===== src/inc/gfr_pkg.sv =====
// Purpose: constants and types for the receive packet control block
// Assumes: 250 MHz clock; flags are sixteen bits wide
// Notes:   flag bit positions are local choices
package gfr_pkg;
  localparam int          FLAG_W        = 16;
  localparam int          PKT_END_BIT   = 1;
  localparam int          SYNC_BIT      = 2;
  localparam int          CRC_BIT       = 6;
  localparam int          EXPIRY_BIT    = 14;
  localparam logic [15:0] CNT_SINGLE    = 16'h0000;
  localparam logic [15:0] CNT_CONT      = 16'hFFFF;
  localparam int          ST_MULTI_BIT  = 6;
  localparam int          ST_OVER_BIT   = 5;
  localparam int          ST_CRC_BIT    = 4;
  localparam int          ST_ABORT_BIT  = 3;
  localparam int          ST_HDR_BIT    = 2;
  localparam int          ST_DONE_BIT   = 1;
  localparam int          ST_BUSY_BIT   = 0;
  localparam logic [2:0]  CORR_NONE     = 3'h0;
  localparam logic [2:0]  CORR_ONE      = 3'h1;
  localparam logic [2:0]  CORR_TWO      = 3'h2;
  localparam logic [2:0]  CORR_THREE    = 3'h4;
  localparam logic [7:0]  RESET_BYTE    = 8'h00;
  // Step sizes in ns: 15.625 us, 62.5 us, 1 ms, 4 ms
  localparam int          STEP0_NS      = 15625;
  localparam int          STEP1_NS      = 62500;
  localparam int          STEP2_NS      = 1000000;
  localparam int          STEP3_NS      = 4000000;
  localparam int          CLK_NS        = 4;
  localparam int          STEP0_CYC     = STEP0_NS / CLK_NS;
  localparam int          STEP1_CYC     = STEP1_NS / CLK_NS;
  localparam int          STEP2_CYC     = STEP2_NS / CLK_NS;
  localparam int          STEP3_CYC     = STEP3_NS / CLK_NS;

  typedef enum logic [1:0] {
    GFR_IDLE = 2'b00,
    GFR_LISTEN = 2'b01,
    GFR_PACKET = 2'b10
  } gfr_state_t;
endpackage


===== src/hw/gfr_step_timer.sv =====
// Purpose: timeout step counter for receive window
// Assumes: step length given in clock cycles
// Notes:   tick pulses once per step while enabled
`timescale 1ns/1ps
module gfr_step_timer
  import gfr_pkg::*;
(
  // Clock and reset
  input  wire logic        ref_clk_i,
  input  wire logic        sys_rst_i,
  // Control
  input  wire logic        run_i,
  input  wire logic [21:0] step_len_i,
  // Status
  output logic             tick_o
);
  logic [21:0] cyc_r;
  logic [21:0] cyc_nxt;
  wire         at_end = (cyc_r + 22'h1 >= step_len_i);

  // Cycle counter restarts whenever the timer is halted
  assign cyc_nxt = (!run_i || at_end) ? 22'h0 : cyc_r + 22'h1;

  always_ff @(posedge ref_clk_i or posedge sys_rst_i) begin
    if (sys_rst_i) begin
      cyc_r  <= 22'h0;
      tick_o <= 1'b0;
    end else begin
      cyc_r  <= cyc_nxt;
      tick_o <= run_i && at_end;
    end
  end
endmodule // gfr_step_timer


===== src/hw/gfr_rx_ctrl.sv =====
// Purpose: receive packet control, flags, event pins and packet report
// Assumes: demodulator events arrive as one-cycle pulses on the clock
// Notes:   commands are one-cycle strobes with their arguments
`timescale 1ns/1ps
module gfr_rx_ctrl
  import gfr_pkg::*;
#(
  parameter int STEP3_LEN = STEP3_CYC
) (
  // Clock and reset
  input  wire logic          ref_clk_i,
  input  wire logic          sys_rst_i,
  // Receive start command, standby command and user abort
  input  wire logic          receive_start_cmd_i,
  input  wire logic [1:0]    timeout_step_size_i,
  input  wire logic [7:0]    timeout_step_count_hi_i,
  input  wire logic [7:0]    timeout_step_count_lo_i,
  input  wire logic          standby_cmd_i,
  input  wire logic          user_abort_i,
  // Pin routing command
  input  wire logic          pin_irq_routing_cmd_i,
  input  wire logic [15:0]   flag_enable_mask_i,
  input  wire logic [15:0]   pin1_mask_i,
  input  wire logic [15:0]   pin2_mask_i,
  input  wire logic [15:0]   pin3_mask_i,
  // Flag clear command
  input  wire logic          flag_clear_cmd_i,
  input  wire logic [15:0]   flag_select_mask_i,
  // Packet configuration
  input  wire logic          var_length_i,
  input  wire logic          crc_enable_i,
  input  wire logic          multi_sync_en_i,
  input  wire logic [7:0]    max_payload_len_i,
  input  wire logic [7:0]    rx_base_addr_i,
  // Demodulator events
  input  wire logic          sync_found_i,
  input  wire logic [2:0]    sync_which_i,
  input  wire logic          sync_again_i,
  input  wire logic [7:0]    strength_i,
  input  wire logic          header_i,
  input  wire logic [7:0]    hdr_len_i,
  input  wire logic          packet_done_i,
  input  wire logic          crc_bad_i,
  // Flags and pins
  output logic [15:0]        flags_o,
  output logic               pin1_o,
  output logic               pin2_o,
  output logic               pin3_o,
  output logic               receiving_o,
  // Packet report
  output logic [7:0]         sync_strength_o,
  output logic [7:0]         status2_o,
  output logic [7:0]         status4_o,
  // Buffer report
  output logic [7:0]         payload_len_o,
  output logic [7:0]         payload_start_addr_o,
  output logic               packet_store_o
);
  gfr_state_t  state_r, state_nxt;
  logic [15:0] count_r;
  logic [15:0] steps_r;
  logic [21:0] step_len;
  logic        tick;
  logic [15:0] en_r, m1_r, m2_r, m3_r;
  logic [15:0] flags_nxt;
  logic [15:0] set_vec;
  logic [7:0]  len_r;

  // Command arguments
  wire [15:0] cmd_count = {timeout_step_count_hi_i, timeout_step_count_lo_i};
  wire        cont_mode = (count_r == CNT_CONT);
  wire        single    = (count_r == CNT_SINGLE);
  wire        timed     = !single && !cont_mode;
  wire        in_rx     = (state_r != GFR_IDLE);
  wire        oversize  = var_length_i && header_i &&
                          (hdr_len_i > max_payload_len_i);
  // A dropped packet never reports an end
  wire        pkt_end   = packet_done_i && (state_r == GFR_PACKET) &&
                          !oversize;
  wire        expired   = (state_r == GFR_LISTEN) && timed && tick &&
                          (steps_r + 16'h1 == count_r);

  // Step size selection
  assign step_len = (timeout_step_size_i == 2'h0) ? 22'(STEP0_CYC) :
                    (timeout_step_size_i == 2'h1) ? 22'(STEP1_CYC) :
                    (timeout_step_size_i == 2'h2) ? 22'(STEP2_CYC) :
                                                    22'(STEP3_LEN);

  gfr_step_timer u_timer (
    .ref_clk_i  (ref_clk_i),
    .sys_rst_i  (sys_rst_i),
    .run_i      (state_r == GFR_LISTEN && timed),
    .step_len_i (step_len),
    .tick_o     (tick)
  );

  // Receive state sequencing
  always_comb begin
    state_nxt = state_r;
    case (state_r)
      GFR_IDLE: begin
        if (receive_start_cmd_i) begin
          state_nxt = GFR_LISTEN;
        end
      end
      GFR_LISTEN: begin
        if (standby_cmd_i || user_abort_i) begin
          state_nxt = GFR_IDLE;
        end else if (expired) begin
          state_nxt = GFR_IDLE;
        end else if (sync_found_i) begin
          state_nxt = GFR_PACKET;
        end
      end
      GFR_PACKET: begin
        if (standby_cmd_i || user_abort_i || oversize) begin
          state_nxt = (oversize && !standby_cmd_i && !user_abort_i) ?
                      GFR_LISTEN : GFR_IDLE;
        end else if (packet_done_i) begin
          state_nxt = cont_mode ? GFR_LISTEN : GFR_IDLE;
        end
      end
      default: state_nxt = GFR_IDLE;
    endcase
  end

  // Event vector for sticky flags
  always_comb begin
    set_vec = 16'h0000;
    set_vec[PKT_END_BIT] = pkt_end;
    set_vec[SYNC_BIT]    = sync_found_i && (state_r == GFR_LISTEN);
    set_vec[CRC_BIT]     = pkt_end && crc_enable_i && crc_bad_i;
    set_vec[EXPIRY_BIT]  = expired;
  end

  assign flags_nxt = (flags_o & ~(flag_clear_cmd_i ? flag_select_mask_i
                                                    : 16'h0000))
                     | (set_vec & en_r);

  always_ff @(posedge ref_clk_i or posedge sys_rst_i) begin
    if (sys_rst_i) begin
      state_r <= GFR_IDLE;
      count_r <= 16'h0000;
      steps_r <= 16'h0000;
      flags_o <= 16'h0000;
    end else begin
      state_r <= state_nxt;
      flags_o <= flags_nxt;
      if (receive_start_cmd_i && !in_rx) begin
        count_r <= cmd_count;
      end
      steps_r <= (state_r != GFR_LISTEN) ? 16'h0000 :
                 tick ? steps_r + 16'h1 : steps_r;
    end
  end

  // Routing masks
  always_ff @(posedge ref_clk_i or posedge sys_rst_i) begin
    if (sys_rst_i) begin
      en_r <= 16'h0000;
      m1_r <= 16'h0000;
      m2_r <= 16'h0000;
      m3_r <= 16'h0000;
    end else if (pin_irq_routing_cmd_i) begin
      en_r <= flag_enable_mask_i;
      m1_r <= pin1_mask_i;
      m2_r <= pin2_mask_i;
      m3_r <= pin3_mask_i;
    end
  end

  // Masks as they stand after this edge, so pins never lag a reroute
  wire [15:0] m1_nxt = pin_irq_routing_cmd_i ? pin1_mask_i : m1_r;
  wire [15:0] m2_nxt = pin_irq_routing_cmd_i ? pin2_mask_i : m2_r;
  wire [15:0] m3_nxt = pin_irq_routing_cmd_i ? pin3_mask_i : m3_r;

  always_ff @(posedge ref_clk_i or posedge sys_rst_i) begin
    if (sys_rst_i) begin
      pin1_o      <= 1'b0;
      pin2_o      <= 1'b0;
      pin3_o      <= 1'b0;
      receiving_o <= 1'b0;
    end else begin
      pin1_o      <= |(flags_nxt & m1_nxt);
      pin2_o      <= |(flags_nxt & m2_nxt);
      pin3_o      <= |(flags_nxt & m3_nxt);
      receiving_o <= (state_nxt != GFR_IDLE);
    end
  end

  // Packet status capture
  always_ff @(posedge ref_clk_i or posedge sys_rst_i) begin
    if (sys_rst_i) begin
      sync_strength_o <= RESET_BYTE;
      status2_o       <= RESET_BYTE;
      status4_o       <= RESET_BYTE;
      len_r           <= RESET_BYTE;
    end else begin
      status2_o[ST_BUSY_BIT] <= (state_nxt == GFR_PACKET);
      status2_o[7]           <= 1'b0;
      if (sync_found_i && state_r == GFR_LISTEN) begin
        sync_strength_o <= strength_i;
        status4_o <= {5'h00, (sync_which_i == CORR_ONE ||
                              sync_which_i == CORR_TWO ||
                              sync_which_i == CORR_THREE) ?
                             sync_which_i : CORR_NONE};
        status2_o[6:1] <= 6'h00;
      end else if (state_r == GFR_PACKET) begin
        if (sync_again_i && multi_sync_en_i) begin
          status2_o[ST_MULTI_BIT] <= 1'b1;
        end
        if (header_i && var_length_i) begin
          status2_o[ST_HDR_BIT] <= 1'b1;
          len_r <= hdr_len_i;
          status2_o[ST_OVER_BIT] <= oversize;
        end
        if (packet_done_i) begin
          status2_o[ST_DONE_BIT] <= 1'b1;
          status2_o[ST_CRC_BIT] <= crc_enable_i && crc_bad_i;
        end
      end
      if (user_abort_i && in_rx) begin
        status2_o[ST_ABORT_BIT] <= 1'b1;
      end
    end
  end

  always_ff @(posedge ref_clk_i or posedge sys_rst_i) begin
    if (sys_rst_i) begin
      payload_len_o        <= RESET_BYTE;
      payload_start_addr_o <= RESET_BYTE;
      packet_store_o       <= 1'b0;
    end else begin
      packet_store_o <= pkt_end;
      if (pkt_end) begin
        payload_len_o        <= var_length_i ? len_r : max_payload_len_i;
        payload_start_addr_o <= rx_base_addr_i;
      end
    end
  end

  a_pin_or_flags: assert property (@(posedge ref_clk_i)
    disable iff (sys_rst_i) pin1_o == |(flags_o & m1_r))
    else $error("pin1 not OR of flags");
  a_pin2_or_flags: assert property (@(posedge ref_clk_i)
    disable iff (sys_rst_i) pin2_o == |(flags_o & m2_r))
    else $error("pin2 not OR of flags");
  a_pin3_or_flags: assert property (@(posedge ref_clk_i)
    disable iff (sys_rst_i) pin3_o == |(flags_o & m3_r))
    else $error("pin3 not OR of flags");
  a_clear_masked: assert property (@(posedge ref_clk_i)
    disable iff (sys_rst_i) flag_clear_cmd_i && set_vec == 16'h0000 |=>
    (flags_o & $past(flag_select_mask_i)) == 16'h0000)
    else $error("masked flag not cleared");
  a_cont_stays: assert property (@(posedge ref_clk_i)
    disable iff (sys_rst_i) pkt_end && cont_mode && !standby_cmd_i &&
    !user_abort_i |=> state_r == GFR_LISTEN)
    else $error("continuous left rx");
  a_single_leaves: assert property (@(posedge ref_clk_i)
    disable iff (sys_rst_i) pkt_end && !cont_mode |=> state_r == GFR_IDLE)
    else $error("did not return to idle");
  a_pkt_end_flag: assert property (@(posedge ref_clk_i)
    disable iff (sys_rst_i) pkt_end && en_r[PKT_END_BIT] |=>
    flags_o[PKT_END_BIT])
    else $error("packet end flag missing");
  a_single_noexp: assert property (@(posedge ref_clk_i)
    disable iff (sys_rst_i) single && state_r == GFR_LISTEN |-> !tick)
    else $error("timer ran in single mode");
  a_timer_halt: assert property (@(posedge ref_clk_i)
    disable iff (sys_rst_i) state_r == GFR_PACKET &&
    $past(state_r) == GFR_PACKET |-> !tick)
    else $error("timer ran in packet");
  a_done_bit: assert property (@(posedge ref_clk_i)
    disable iff (sys_rst_i) pkt_end |=>
    status2_o[ST_DONE_BIT] && packet_store_o)
    else $error("done bit missing");
  a_sync_flag: assert property (@(posedge ref_clk_i)
    disable iff (sys_rst_i) sync_found_i && state_r == GFR_LISTEN &&
    en_r[SYNC_BIT] |=> flags_o[SYNC_BIT])
    else $error("sync flag missing");
  a_crc_flag: assert property (@(posedge ref_clk_i)
    disable iff (sys_rst_i) pkt_end && crc_enable_i && crc_bad_i &&
    en_r[CRC_BIT] |=> flags_o[CRC_BIT] && status2_o[ST_CRC_BIT])
    else $error("checksum flag missing");
  a_expiry_idle: assert property (@(posedge ref_clk_i)
    disable iff (sys_rst_i) expired && en_r[EXPIRY_BIT] |=>
    state_r == GFR_IDLE && flags_o[EXPIRY_BIT])
    else $error("expiry not handled");
  a_strength_latch: assert property (@(posedge ref_clk_i)
    disable iff (sys_rst_i) sync_found_i && state_r == GFR_LISTEN |=>
    sync_strength_o == $past(strength_i))
    else $error("strength not latched");
  a_multi_sync: assert property (@(posedge ref_clk_i)
    disable iff (sys_rst_i) state_r == GFR_PACKET && sync_again_i &&
    multi_sync_en_i |=> status2_o[ST_MULTI_BIT])
    else $error("multi sync bit missing");
  a_len_flag: assert property (@(posedge ref_clk_i)
    disable iff (sys_rst_i) state_r == GFR_PACKET && header_i &&
    var_length_i |=> status2_o[ST_OVER_BIT] == $past(oversize))
    else $error("length bit wrong");
  a_abort_bit: assert property (@(posedge ref_clk_i)
    disable iff (sys_rst_i) user_abort_i && in_rx |=>
    status2_o[ST_ABORT_BIT])
    else $error("abort bit missing");
  a_hdr_bit: assert property (@(posedge ref_clk_i)
    disable iff (sys_rst_i) state_r == GFR_PACKET && header_i &&
    var_length_i |=> status2_o[ST_HDR_BIT])
    else $error("header bit missing");
  a_busy_bit: assert property (@(posedge ref_clk_i)
    disable iff (sys_rst_i) status2_o[ST_BUSY_BIT] == (state_r == GFR_PACKET))
    else $error("busy bit wrong");
  a_corr_code: assert property (@(posedge ref_clk_i)
    disable iff (sys_rst_i) status4_o[7:3] == 5'h00 &&
    (status4_o[2:0] == CORR_NONE || status4_o[2:0] == CORR_ONE ||
     status4_o[2:0] == CORR_TWO || status4_o[2:0] == CORR_THREE))
    else $error("unknown correlator code");
  a_buffer_addr: assert property (@(posedge ref_clk_i)
    disable iff (sys_rst_i) pkt_end |=>
    payload_start_addr_o == $past(rx_base_addr_i))
    else $error("start address wrong");
  a_oversize_drop: assert property (@(posedge ref_clk_i)
    disable iff (sys_rst_i) state_r == GFR_PACKET && oversize &&
    !standby_cmd_i && !user_abort_i |=>
    state_r == GFR_LISTEN && !packet_store_o)
    else $error("oversize packet kept");
  c_cont_rx: cover property (@(posedge ref_clk_i) pkt_end && cont_mode);
  c_expiry: cover property (@(posedge ref_clk_i) expired);
  c_crc_fail: cover property (@(posedge ref_clk_i) set_vec[CRC_BIT]);
  c_oversize: cover property (@(posedge ref_clk_i) oversize && in_rx);
  c_user_abort: cover property (@(posedge ref_clk_i) user_abort_i && in_rx);
endmodule // gfr_rx_ctrl


===== config.mk =====
export PLATFORM = sky130hd
export DESIGN_NAME = gfr_rx_ctrl
export DESIGN_NICKNAME = d
export VERILOG_FILES = /design/src/inc/gfr_pkg.sv /design/src/hw/gfr_step_timer.sv /design/src/hw/gfr_rx_ctrl.sv
export SDC_FILE = /design/constraint.sdc
export NUM_CORES = 1
export LEC_CHECK = 0
export BUFFER_PORTS_ARGS = -buffer_cell sky130_fd_sc_hd__buf_2
export CAP_MARGIN = 20
export CORE_MARGIN = 5
export CORE_UTILIZATION = 35
export DETAILED_ROUTE_END_ITERATION = 10
export HOLD_SLACK_MARGIN = 0.05
export PLACE_DENSITY = 0.69
export SKIP_LAST_GASP = 1
export SYNTH_ARGS = -nofsm -noshare
export SYNTH_HDL_FRONTEND = slang
export SYNTH_SLANG_ARGS = --single-unit

===== constraint.sdc =====
create_clock -name ref_clk_i -period 5.5 [get_ports ref_clk_i]
set_clock_uncertainty 0.1 [all_clocks]
set_input_delay 1.1 -clock ref_clk_i [delete_from_list [all_inputs] [get_ports ref_clk_i]]
set_output_delay 1.1 -clock ref_clk_i [all_outputs]
set_load 0.01 [all_outputs]

# After elaboration in Yosys (flattened, before gate mapping)
# Index checks and enable logic that the tools add are counted.
totals:
  ff_bits: 184
  latchBits: 0
  mem_bits_rw: 0
  romBits: 0
  elab_cells: 128
  mem_count: 0
op_classes:
  n_addsub: 2
  n_mul: 0
  div: 0
  magnitude_cmp: 2
  n_eq_ne: 11
  shifts: 0
  muxes: 32
  bitwise_logic: 8
  n_reduce_logical: 48
ops:
  columns: ["operator", "count"]
  rows:
  - ["$mux 16", 6]
  - ["$and 16x16->16", 4]
  - ["$mux 20", 3]
  - ["$reduce_or 16->1", 3]
  - ["$add 22x1->22 const B", 1]
  - ["$ge 22x20->1", 1]
  - ["$mux 22", 1]
  - ["$logic_and 1x1->1", 18]
  - ["$add 16x1->16 const B", 1]
  - ["$and 15x16->16", 1]
  - ["$eq 16x16->1", 1]
  - ["$eq 16x16->1 const B", 1]
  - ["$logic_not 16->1", 1]
  - ["$mux 2", 8]
  - ["$not 16->16", 1]
  - ["$or 16x16->16", 1]
  - ["$reduce_bool 2->1", 8]
  - ["$mux 1", 9]
  - ["$mux 3", 3]
  - ["$gt 8x8->1", 1]
  - ["$mux 8", 1]
  - ["$logic_not 1->1", 7]
  - ["$eq 2x2->1 const B", 3]
  - ["$pmux 2 s3", 1]
  - ["other kinds (10)", 18]

# Logic depth before layout (Yosys ltp)
# Gate-level depths: netlist (run 1).
depth:
  word_depth: 10
  depth_mapped: 14
  depth_no_buf: 13

# Modules after synthesis
# A second synthesis (run 1) with hierarchy kept.
unflattened:
  hier_cells: 788
  area_unflattened_um2: 8769.7
by_module_without_submodules:
  columns: ["mod", "n_inst", "cells_each", "area_per_inst_um2", "seq_area_each_um2"]
  rows:
  - ["gfr_rx_ctrl", 1, 605, 7005.5, 3728.6]
  - ["gfr_step_timer", 1, 183, 1764.2, 575.6]

# Worst setup path after synthesis (run 1)
# No wires, ideal clock.
synth_timing:
  path_kind: "input-to-reg"
  from: "input port max_payload_len_i[1]"
  to: "register payload_start_addr_o[0]"
  t_arrival_ns: 3.359
  required_ns: 5.275
  setup_slack_ns: 1.916
  stages: 9
  path_cell_list: "inv_1 -> ha_1 -> nor2b_1 -> o21a_1 -> o21ai_0 -> a211oi_1 -> nor3_1 -> clkbuf_1 -> mux2_2"
synth_via:
  elab_chain_len: 4
synth_lines:
  columns: ["element", "line", "source"]
  rows:
  - ["start: declaration", "gfr_rx_ctrl.sv:33", "input wire logic [7:0] max_payload_len_i,"]
  - ["$gt 8x8->1", "gfr_rx_ctrl.sv:76", "(hdr_len_i > max_payload_len_i);"]
  - ["$logic_and 1x1->1", "gfr_rx_ctrl.sv:75", "wire oversize = var_length_i && header_i &&"]
  - ["$logic_not 1->1", "gfr_rx_ctrl.sv:79", "!oversize;"]
  - ["$logic_and 1x1->1", "gfr_rx_ctrl.sv:78", "wire pkt_end = packet_done_i && (state_r == GFR_PACKET) &&"]
  - ["via pkt_end", "gfr_rx_ctrl.sv:78", null]
  - ["end signal: assignment", "gfr_rx_ctrl.sv:237", "payload_start_addr_o <= rx_base_addr_i;"]
  - ["end: declaration", "gfr_rx_ctrl.sv:56", "output logic [7:0] payload_start_addr_o,"]
# The timed path passes the listed nets, and every way through them passes these cells.
# A chain may end at the register's enable or synchronous reset.

# Worst setup path after layout (run 1)
layout_timing:
  from: "register u_timer.cyc_r[0]"
  to: "register u_timer.cyc_r[8]"
layout_via:
  elab_chain_len: 4
layout_lines:
  columns: ["element", "line", "source"]
  rows:
  - ["start: declaration", "gfr_step_timer.sv:17", "logic [21:0] cyc_r;"]
  - ["start signal: assignment", "gfr_step_timer.sv:29", "cyc_r <= cyc_nxt;"]
  - ["$add 22x1->22 *", "gfr_step_timer.sv:19, gfr_step_timer.sv:22", null]
  - ["$ge 22x20->1", "gfr_step_timer.sv:19", "wire at_end = (cyc_r + 22'h1 >= step_len_i);"]
  - ["$logic_or 1x1->1", "gfr_step_timer.sv:22", "assign cyc_nxt = (!run_i || at_end) ? 22'h0 : cyc_r + 22'h1;"]
  - ["$mux 22 *", "gfr_step_timer.sv:22", null]
  - ["via u_timer.cyc_nxt[8]", "gfr_step_timer.sv:18", "logic [21:0] cyc_nxt;"]
# Mark *: on every way through the listed nets, which the timed path passes. The rest lies on a longest branch.

==> impl_metrics.json, run 1 <==
{
  "fin_crit_ns": 3.87,
  "synthFlopType": "dfrtp_1",
  "worst_ep_required_time_ns": 5.69,
  "grt_pass1_wl_mm": 35.1,
  "vias": 6363,
  "cp-end-kind": "flip-flop",
  "rr_endpoint": "u_timer.cyc_r[8]$_DFF_PP0_",
  "area_growth_pct": 22.3,
  "io_buffers": 190,
  "p_seq_share_pct": 45.0,
  "cts-root-buf": "clkbuf_16",
  "cts.sinks": 172,
  "ios": 209,
  "track_usage_pct": 15.4,
  "syn_area_per_cell_um2": 11.4,
  "utilization_pct": 43.1,
  "hold_violations": 0,
  "power.leakage_nw": 4.98,
  "drc": 0,
  "synth_seq_cells": 172,
  "cp.arrival_ns": 4.07,
  "synthCells": 745,
  "yosysSeqAreaShare_pct": 50.5,
  "nets": 1105,
  "viasPerCell": 5.05,
  "clockBufferDepth": 2,
  "critPathSlowestCell": "a211o_1",
  "vdd.ir_drop.worst_uv": 194,
  "netlist_area_mm2": 0.00853,
  "p_comb_share_pct": 14.3,
  "die_x_um": 166,
  "hold_path.class": "reg -> reg",
  "h-tree-depth": 4,
  "tightestPinTransition_ns": 0.995,
  "p_clk_share_pct": 40.8,
  "layout_commonest_cell": "buf_2",
  "r2r_cells": 13,
  "grt_max_degree": 173,
  "worstHoldEndpoint": "status4_o[1]$_DFFE_PP0P_",
  "dp_slack_ns": 1.54,
  "dp_hpwl_mm": 15.8,
  "ant_nets": 0,
  "n_antenna_cell": 0,
  "firstDrtPassIters": 5,
  "cts_tree": "built",
  "place.gp.congestion": 0.843,
  "start_util_pct": 35.3,
  "first_global_vias": 6848,
  "drive_above_1_share_pct": 35.6,
  "status": "completed",
  "crit_top_cell": "a21o_1",
  "numCtsBuffers": 17,
  "worstHoldPathCells": 2,
  "rr_startpoint": "u_timer.cyc_r[0]$_DFF_PP0_",
  "row_count": 57,
  "hp-start": "status4_o[1]$_DFFE_PP0P_",
  "total_power_mw": 3.31,
  "p_sw_share_pct": 25.4,
  "wirelength_mm": 21.1,
  "antenna_found_initial": 0,
  "crit_family": "compound AO/OA/AOI/OAI gates",
  "layout_setup_ws_ns": 1.63,
  "clkSlewWorstSetupHoldPaths_ns": 0.06,
  "startpoint_type": "flip-flop",
  "cp_num_buf_inv": 0,
  "path_cells": "ha_1 > and4_1 > and4_1 > and2_1 > nand4_1 > xnor2_1 > ha_1 > a21o_1 > a21o_1 > a21o_1 > a211o_1 > a211o_1 > nor3b_1",
  "hold_buffers": 0,
  "relSlewSlack_pct": 33.4,
  "max_cap_violations": 0,
  "slew_viol_final": 0,
  "insertion_delay_ns": 0.42,
  "cp_max_fo": 21,
  "fmax_mhz": 258,
  "finalSetupViolCount": 0,
  "slowest_delay_ns": 0.49,
  "postCtsResizedCells": 0,
  "core_mm2": 0.0242,
  "min_period_over_period_pct": 70.4,
  "synthArstFlopShare_pct": 100,
  "criticalPathCategory": "reg -> reg",
  "p_sw_mw": 0.840,
  "p_int_mw": 2.47,
  "holdWs_ns": 0.382,
  "synth_edf_count": 0,
  "layout_common_cells": "buf_2, dfrtp_1, mux2_2, nand2_1, ha_1",
  "p_per_area_mw_per_mm2": 317,
  "yosysUniqueCellTypes": 58,
  "drt-initial-drc-count": 362,
  "dieArea_mm2": 0.0276,
  "yosys_warnings": 0,
  "rrSetupSlack_ns": 1.63,
  "wl_per_cell_um": 16.7,
  "fin_tns_setup_ns": 0,
  "rsz0062_at_grt": "false",
  "die_h_um": 166,
  "grt_overflow_total": 0,
  "postCtsSetupBuffers": 0
}
logic make-up after synthesis:
logic type               share of synthesized area [%]
buffers and inverters                             3.62
other                                           0.0440
XOR/XNOR                                          5.34
AND/OR/NAND/NOR                                   13.3
multiplexers                                      13.2
adder cells (fa/ha/maj)                           4.69
AO/OA/AOI/OAI                                     9.37
flip-flops                                        50.5
cell type report:
| cell class | count | area, um^2 |
|---|---|---|
| well taps | 324 | 405 |
| clock inverters | 12 | 208 |
| flip-flops and latches | 172 | 4300 |
| multi-input cells | 511 | 3950 |
| repair buffers | 194 | 993 |
| fillers | 2274 | 13700 |
| clock buffers | 19 | 453 |
| inverters | 29 | 113 |
stage by stage:
stage / std cells / instance area [um^2]
floorplan: 752 / 8560
global route: 1261 / 10400
global placement: 1230 / 9770
detailed placement: 1230 / 9770
finish: 1261 / 10400
CTS: 1261 / 10400
power by group through the flow:
stage / combinational, mW / sequential, mW / clock, mW
floorplan: 0.275 / 1.52 / 0
global route: 0.524 / 1.51 / 1.43
finish: 0.471 / 1.49 / 1.35
detailed placement: 0.479 / 1.51 / 0
global placement: 0.468 / 1.50 / 0
CTS: 0.480 / 1.49 / 1.38
cells in the mapped netlist, types with 6 or more instances:
cell | count | area, um^2
dfrtp_1 | 172 | 4300
mux2_2 | 99 | 1110
nand2_1 | 46 | 173
ha_1 | 32 | 400
nor2_1 | 30 | 113
inv_1 | 29 | 109
xnor2_1 | 27 | 236
clkbuf_1 | 26 | 97.6
nand3_1 | 25 | 125
xor2_1 | 25 | 219
nand4_1 | 22 | 138
nor3b_1 | 20 | 150
o21ai_0 | 18 | 90.1
a22oi_1 | 16 | 120
a21boi_0 | 14 | 105
nor4_1 | 12 | 75.1
a21oi_1 | 11 | 55.1
a21o_1 | 10 | 75.1
and3_1 | 9 | 56.3
a211oi_1 | 8 | 60.1
nor3_1 | 8 | 40.0
and4_1 | 7 | 61.3
buf_4 | 7 | 52.6
a31oi_1 | 6 | 37.5
worst max-delay path by stage:
stage	from	to	cells past startpoint
after global routing	u_timer.cyc_r[0]$_DFF_PP0_	u_timer.cyc_r[8]$_DFF_PP0_	13
after CTS	u_timer.cyc_r[0]$_DFF_PP0_	u_timer.cyc_r[8]$_DFF_PP0_	13
final	u_timer.cyc_r[0]$_DFF_PP0_	u_timer.cyc_r[8]$_DFF_PP0_	13
after global placement	timeout_step_size_i[1]	u_timer.tick_o$_DFF_PP0_	13
after floorplan	max_payload_len_i[1]	payload_start_addr_o[0]$_DFFE_PP0N_	9
after detailed placement	timeout_step_size_i[1]	u_timer.cyc_r[17]$_DFF_PP0_	13
worst min-delay path, stage by stage, from the launching register on:
cell and delay [ns]:
dfrtp_1 0.34, nand2_1 0.05, o21ai_0 0.06
flip-flops by register name (all words and copies together), names as in the netlist:
register	cells
m2_r	16
en_r	4
sync_strength_o	8
payload_len_o	8
m1_r	16
packet_store_o	1
payload_start_addr_o	8
flags_o	16
status2_o	7
state_r	2
pin2_o	1
pin3_o	1
pin1_o	1
m3_r	16
u_timer.cyc_r	22
len_r	8
u_timer.tick_o	1
count_r	16
status4_o	3
steps_r	16
receiving_o	1
per-layer routing:
layer	vias to the layer above	global-route usage (%)	share of wire, %
li1	3054	-	-
met1	3115	19.2	43
met2	169	25.9	49
met3	25	5.02	6.8
met4	0	4.09	1.3
met5	-	0	0
(Power assumes the default switching activity.)
==> inputs of run 2 (changes only) <==
Settings changed: PLACE_DENSITY 0.69 to 0.67.
Clock period 5.5 ns to 3.8 ns, I/O delays scaled along.
==> run 2 against run 1 <==
Sequential cell count is the same. Clock power grew 33%. Worst hold slack lost 0.0074 ns. Final cell count grew 0.87%. First-iteration DRC count shrank 36%. Sequential share of layout area shrank 0.14 points. Total power grew 40%. Count of clock-buffer cells in the layout is the same. Maximum frequency grew 10%. Largest cell class unchanged. Largest power group unchanged. Highest routed layer is now met5.
==> impl_metrics.json, run 2 (synthesis gave the netlist of run 1 again) <==
{
  "slew_viol_final": 0,
  "rsz0062_at_grt": "false",
  "dp_slack_ns": 0.300,
  "ant_nets": 0,
  "insertion_delay_ns": 0.42,
  "startpoint_type": "flip-flop",
  "worst_ep_required_time_ns": 4.02,
  "fin_tns_setup_ns": 0,
  "min_period_over_period_pct": 92.6,
  "ios": 209,
  "cts-root-buf": "clkbuf_16",
  "rr_startpoint": "u_timer.cyc_r[0]$_DFF_PP0_",
  "p_per_area_mw_per_mm2": 442,
  "hold_violations": 0,
  "max_cap_violations": 0,
  "antenna_found_initial": 2,
  "clkSlewWorstSetupHoldPaths_ns": 0.07,
  "criticalPathCategory": "reg -> reg",
  "top_register": "u_timer.cyc_r",
  "cp_num_buf_inv": 1,
  "die_x_um": 166,
  "grt_overflow_total": 0,
  "cp_max_fo": 13,
  "crit_top_cell": "a21o_1",
  "cts.sinks": 172,
  "layout_setup_ws_ns": 0.281,
  "wl_per_cell_um": 16.5,
  "drc": 0,
  "die_h_um": 166,
  "layout_commonest_cell": "buf_2",
  "firstDrtPassIters": 5,
  "slowest_delay_ns": 0.41,
  "track_usage_pct": 15.3,
  "tightestPinTransition_ns": 0.829,
  "dp_hpwl_mm": 15.9,
  "power.leakage_nw": 5.00,
  "place.gp.congestion": 0.838,
  "relSlewSlack_pct": 44.4,
  "h-tree-depth": 4,
  "cp.arrival_ns": 3.74,
  "path_cells": "ha_1 > and4_1 > and4_1 > and2_1 > nand4_1 > xnor2_2 > ha_1 > a21o_1 > a21o_1 > a21o_1 > a211o_1 > a211o_1 > buf_4 > nor3b_1",
  "start_util_pct": 35.3,
  "cp-end-kind": "flip-flop",
  "wirelength_mm": 21.0,
  "dieArea_mm2": 0.0276,
  "r2r_cells": 14,
  "hold_buffers": 0,
  "drt-initial-drc-count": 230,
  "vias": 6313,
  "viasPerCell": 4.96,
  "clockBufferDepth": 2,
  "drive_above_1_share_pct": 36.5,
  "hold_path.class": "in -> async",
  "layout_common_cells": "buf_2, dfrtp_1, mux2_2, nand2_1, ha_1",
  "crit_family": "simple AND/OR/NAND/NOR gates",
  "numCtsBuffers": 17,
  "cts_tree": "built",
  "rrSetupSlack_ns": 0.28,
  "critPathSlowestCell": "dfrtp_2",
  "grt_pass1_wl_mm": 35.0,
  "core_mm2": 0.0242,
  "nets": 1114,
  "largest_reg_flops": 22,
  "row_count": 57,
  "finalSetupViolCount": 0,
  "holdWs_ns": 0.374,
  "fin_crit_ns": 3.52,
  "first_global_vias": 6718,
  "vdd.ir_drop.worst_uv": 284,
  "grt_max_degree": 88,
  "rr_endpoint": "u_timer.cyc_r[6]$_DFF_PP0_",
  "fmax_mhz": 284,
  "io_buffers": 190,
  "area_growth_pct": 22.7,
  "status": "completed"
}
[run 2: final cells by class]
| type | instances | area (um^2) |
|---|---|---|
| clock inverter | 13 | 155 |
| sequential | 172 | 4310 |
| inverter | 29 | 113 |
| fill | 2285 | 13700 |
| antenna | 1 | 2.50 |
| multi-input combinational | 511 | 3960 |
| clock buffer | 19 | 453 |
| timing repair buffer | 203 | 1070 |
| tap | 324 | 405 |
[run 2: how the worst max path moves through the flow]
| stage | start | end | slack, ns | cells after the start |
|---|---|---|---|---|
| 2_1_floorplan | u_timer.cyc_r[0]$_DFF_PP0_ | u_timer.cyc_r[10]$_DFF_PP0_ | 0.51 | 14 |
| 4_1_cts | u_timer.cyc_r[0]$_DFF_PP0_ | u_timer.cyc_r[6]$_DFF_PP0_ | 0.25 | 14 |
| 6_report | u_timer.cyc_r[0]$_DFF_PP0_ | u_timer.cyc_r[6]$_DFF_PP0_ | 0.28 | 14 |
| 3_3_place_gp | u_timer.cyc_r[0]$_DFF_PP0_ | u_timer.cyc_r[13]$_DFF_PP0_ | 0.39 | 14 |
| 3_5_place_dp | u_timer.cyc_r[0]$_DFF_PP0_ | u_timer.cyc_r[4]$_DFF_PP0_ | 0.30 | 14 |
| 5_1_grt | u_timer.cyc_r[0]$_DFF_PP0_ | u_timer.cyc_r[13]$_DFF_PP0_ | 0.03 | 14 |
[run 2: per-stage QoR]
step | total power, mW | util (%) | instance area (um^2) | instances
finish | 4.63 | 43.3 | 10500 | 1272
floorplan | 2.59 | - | 8560 | 752
detailed placement | 2.89 | 40.7 | 9850 | 1239
global route | 4.88 | 43.3 | 10500 | 1272
CTS | 4.69 | 43.2 | 10500 | 1271
global placement | 2.87 | 40.7 | 9850 | 1239
[run 2: layer usage]
layer / global-route usage, % / part of all wire (%) / vias to the layer above
met3: 4.57 / 6.4 / 29
met2: 25.0 / 47 / 169
met1: 19.7 / 44 / 3057
li1: - / - / 3056
met5: 0 / 0.033 / -
met4: 4.63 / 1.7 / 2
[run 2: tightest hold or removal path: cells and delay by family]
family	cells	cell delay, ns
buf+inv	3	0.56
[run 2: report_power, final]
| part | internal [mW] | switching [mW] | total, mW |
|---|---|---|---|
| Combinational | 0.342 | 0.352 | 0.695 |
| Sequential | 2.02 | 0.126 | 2.15 |
| Clock | 1.02 | 0.764 | 1.79 |
| Total | 3.39 | 1.24 | 4.63 |
[run 2: timing repair]
| item | in CTS | in global routing |
|---|---|---|
| endpoints found under the setup margin | 0 | 8 |
| buffers inserted | 0 | 0 |
| gates resized for setup | 0 | 2 |
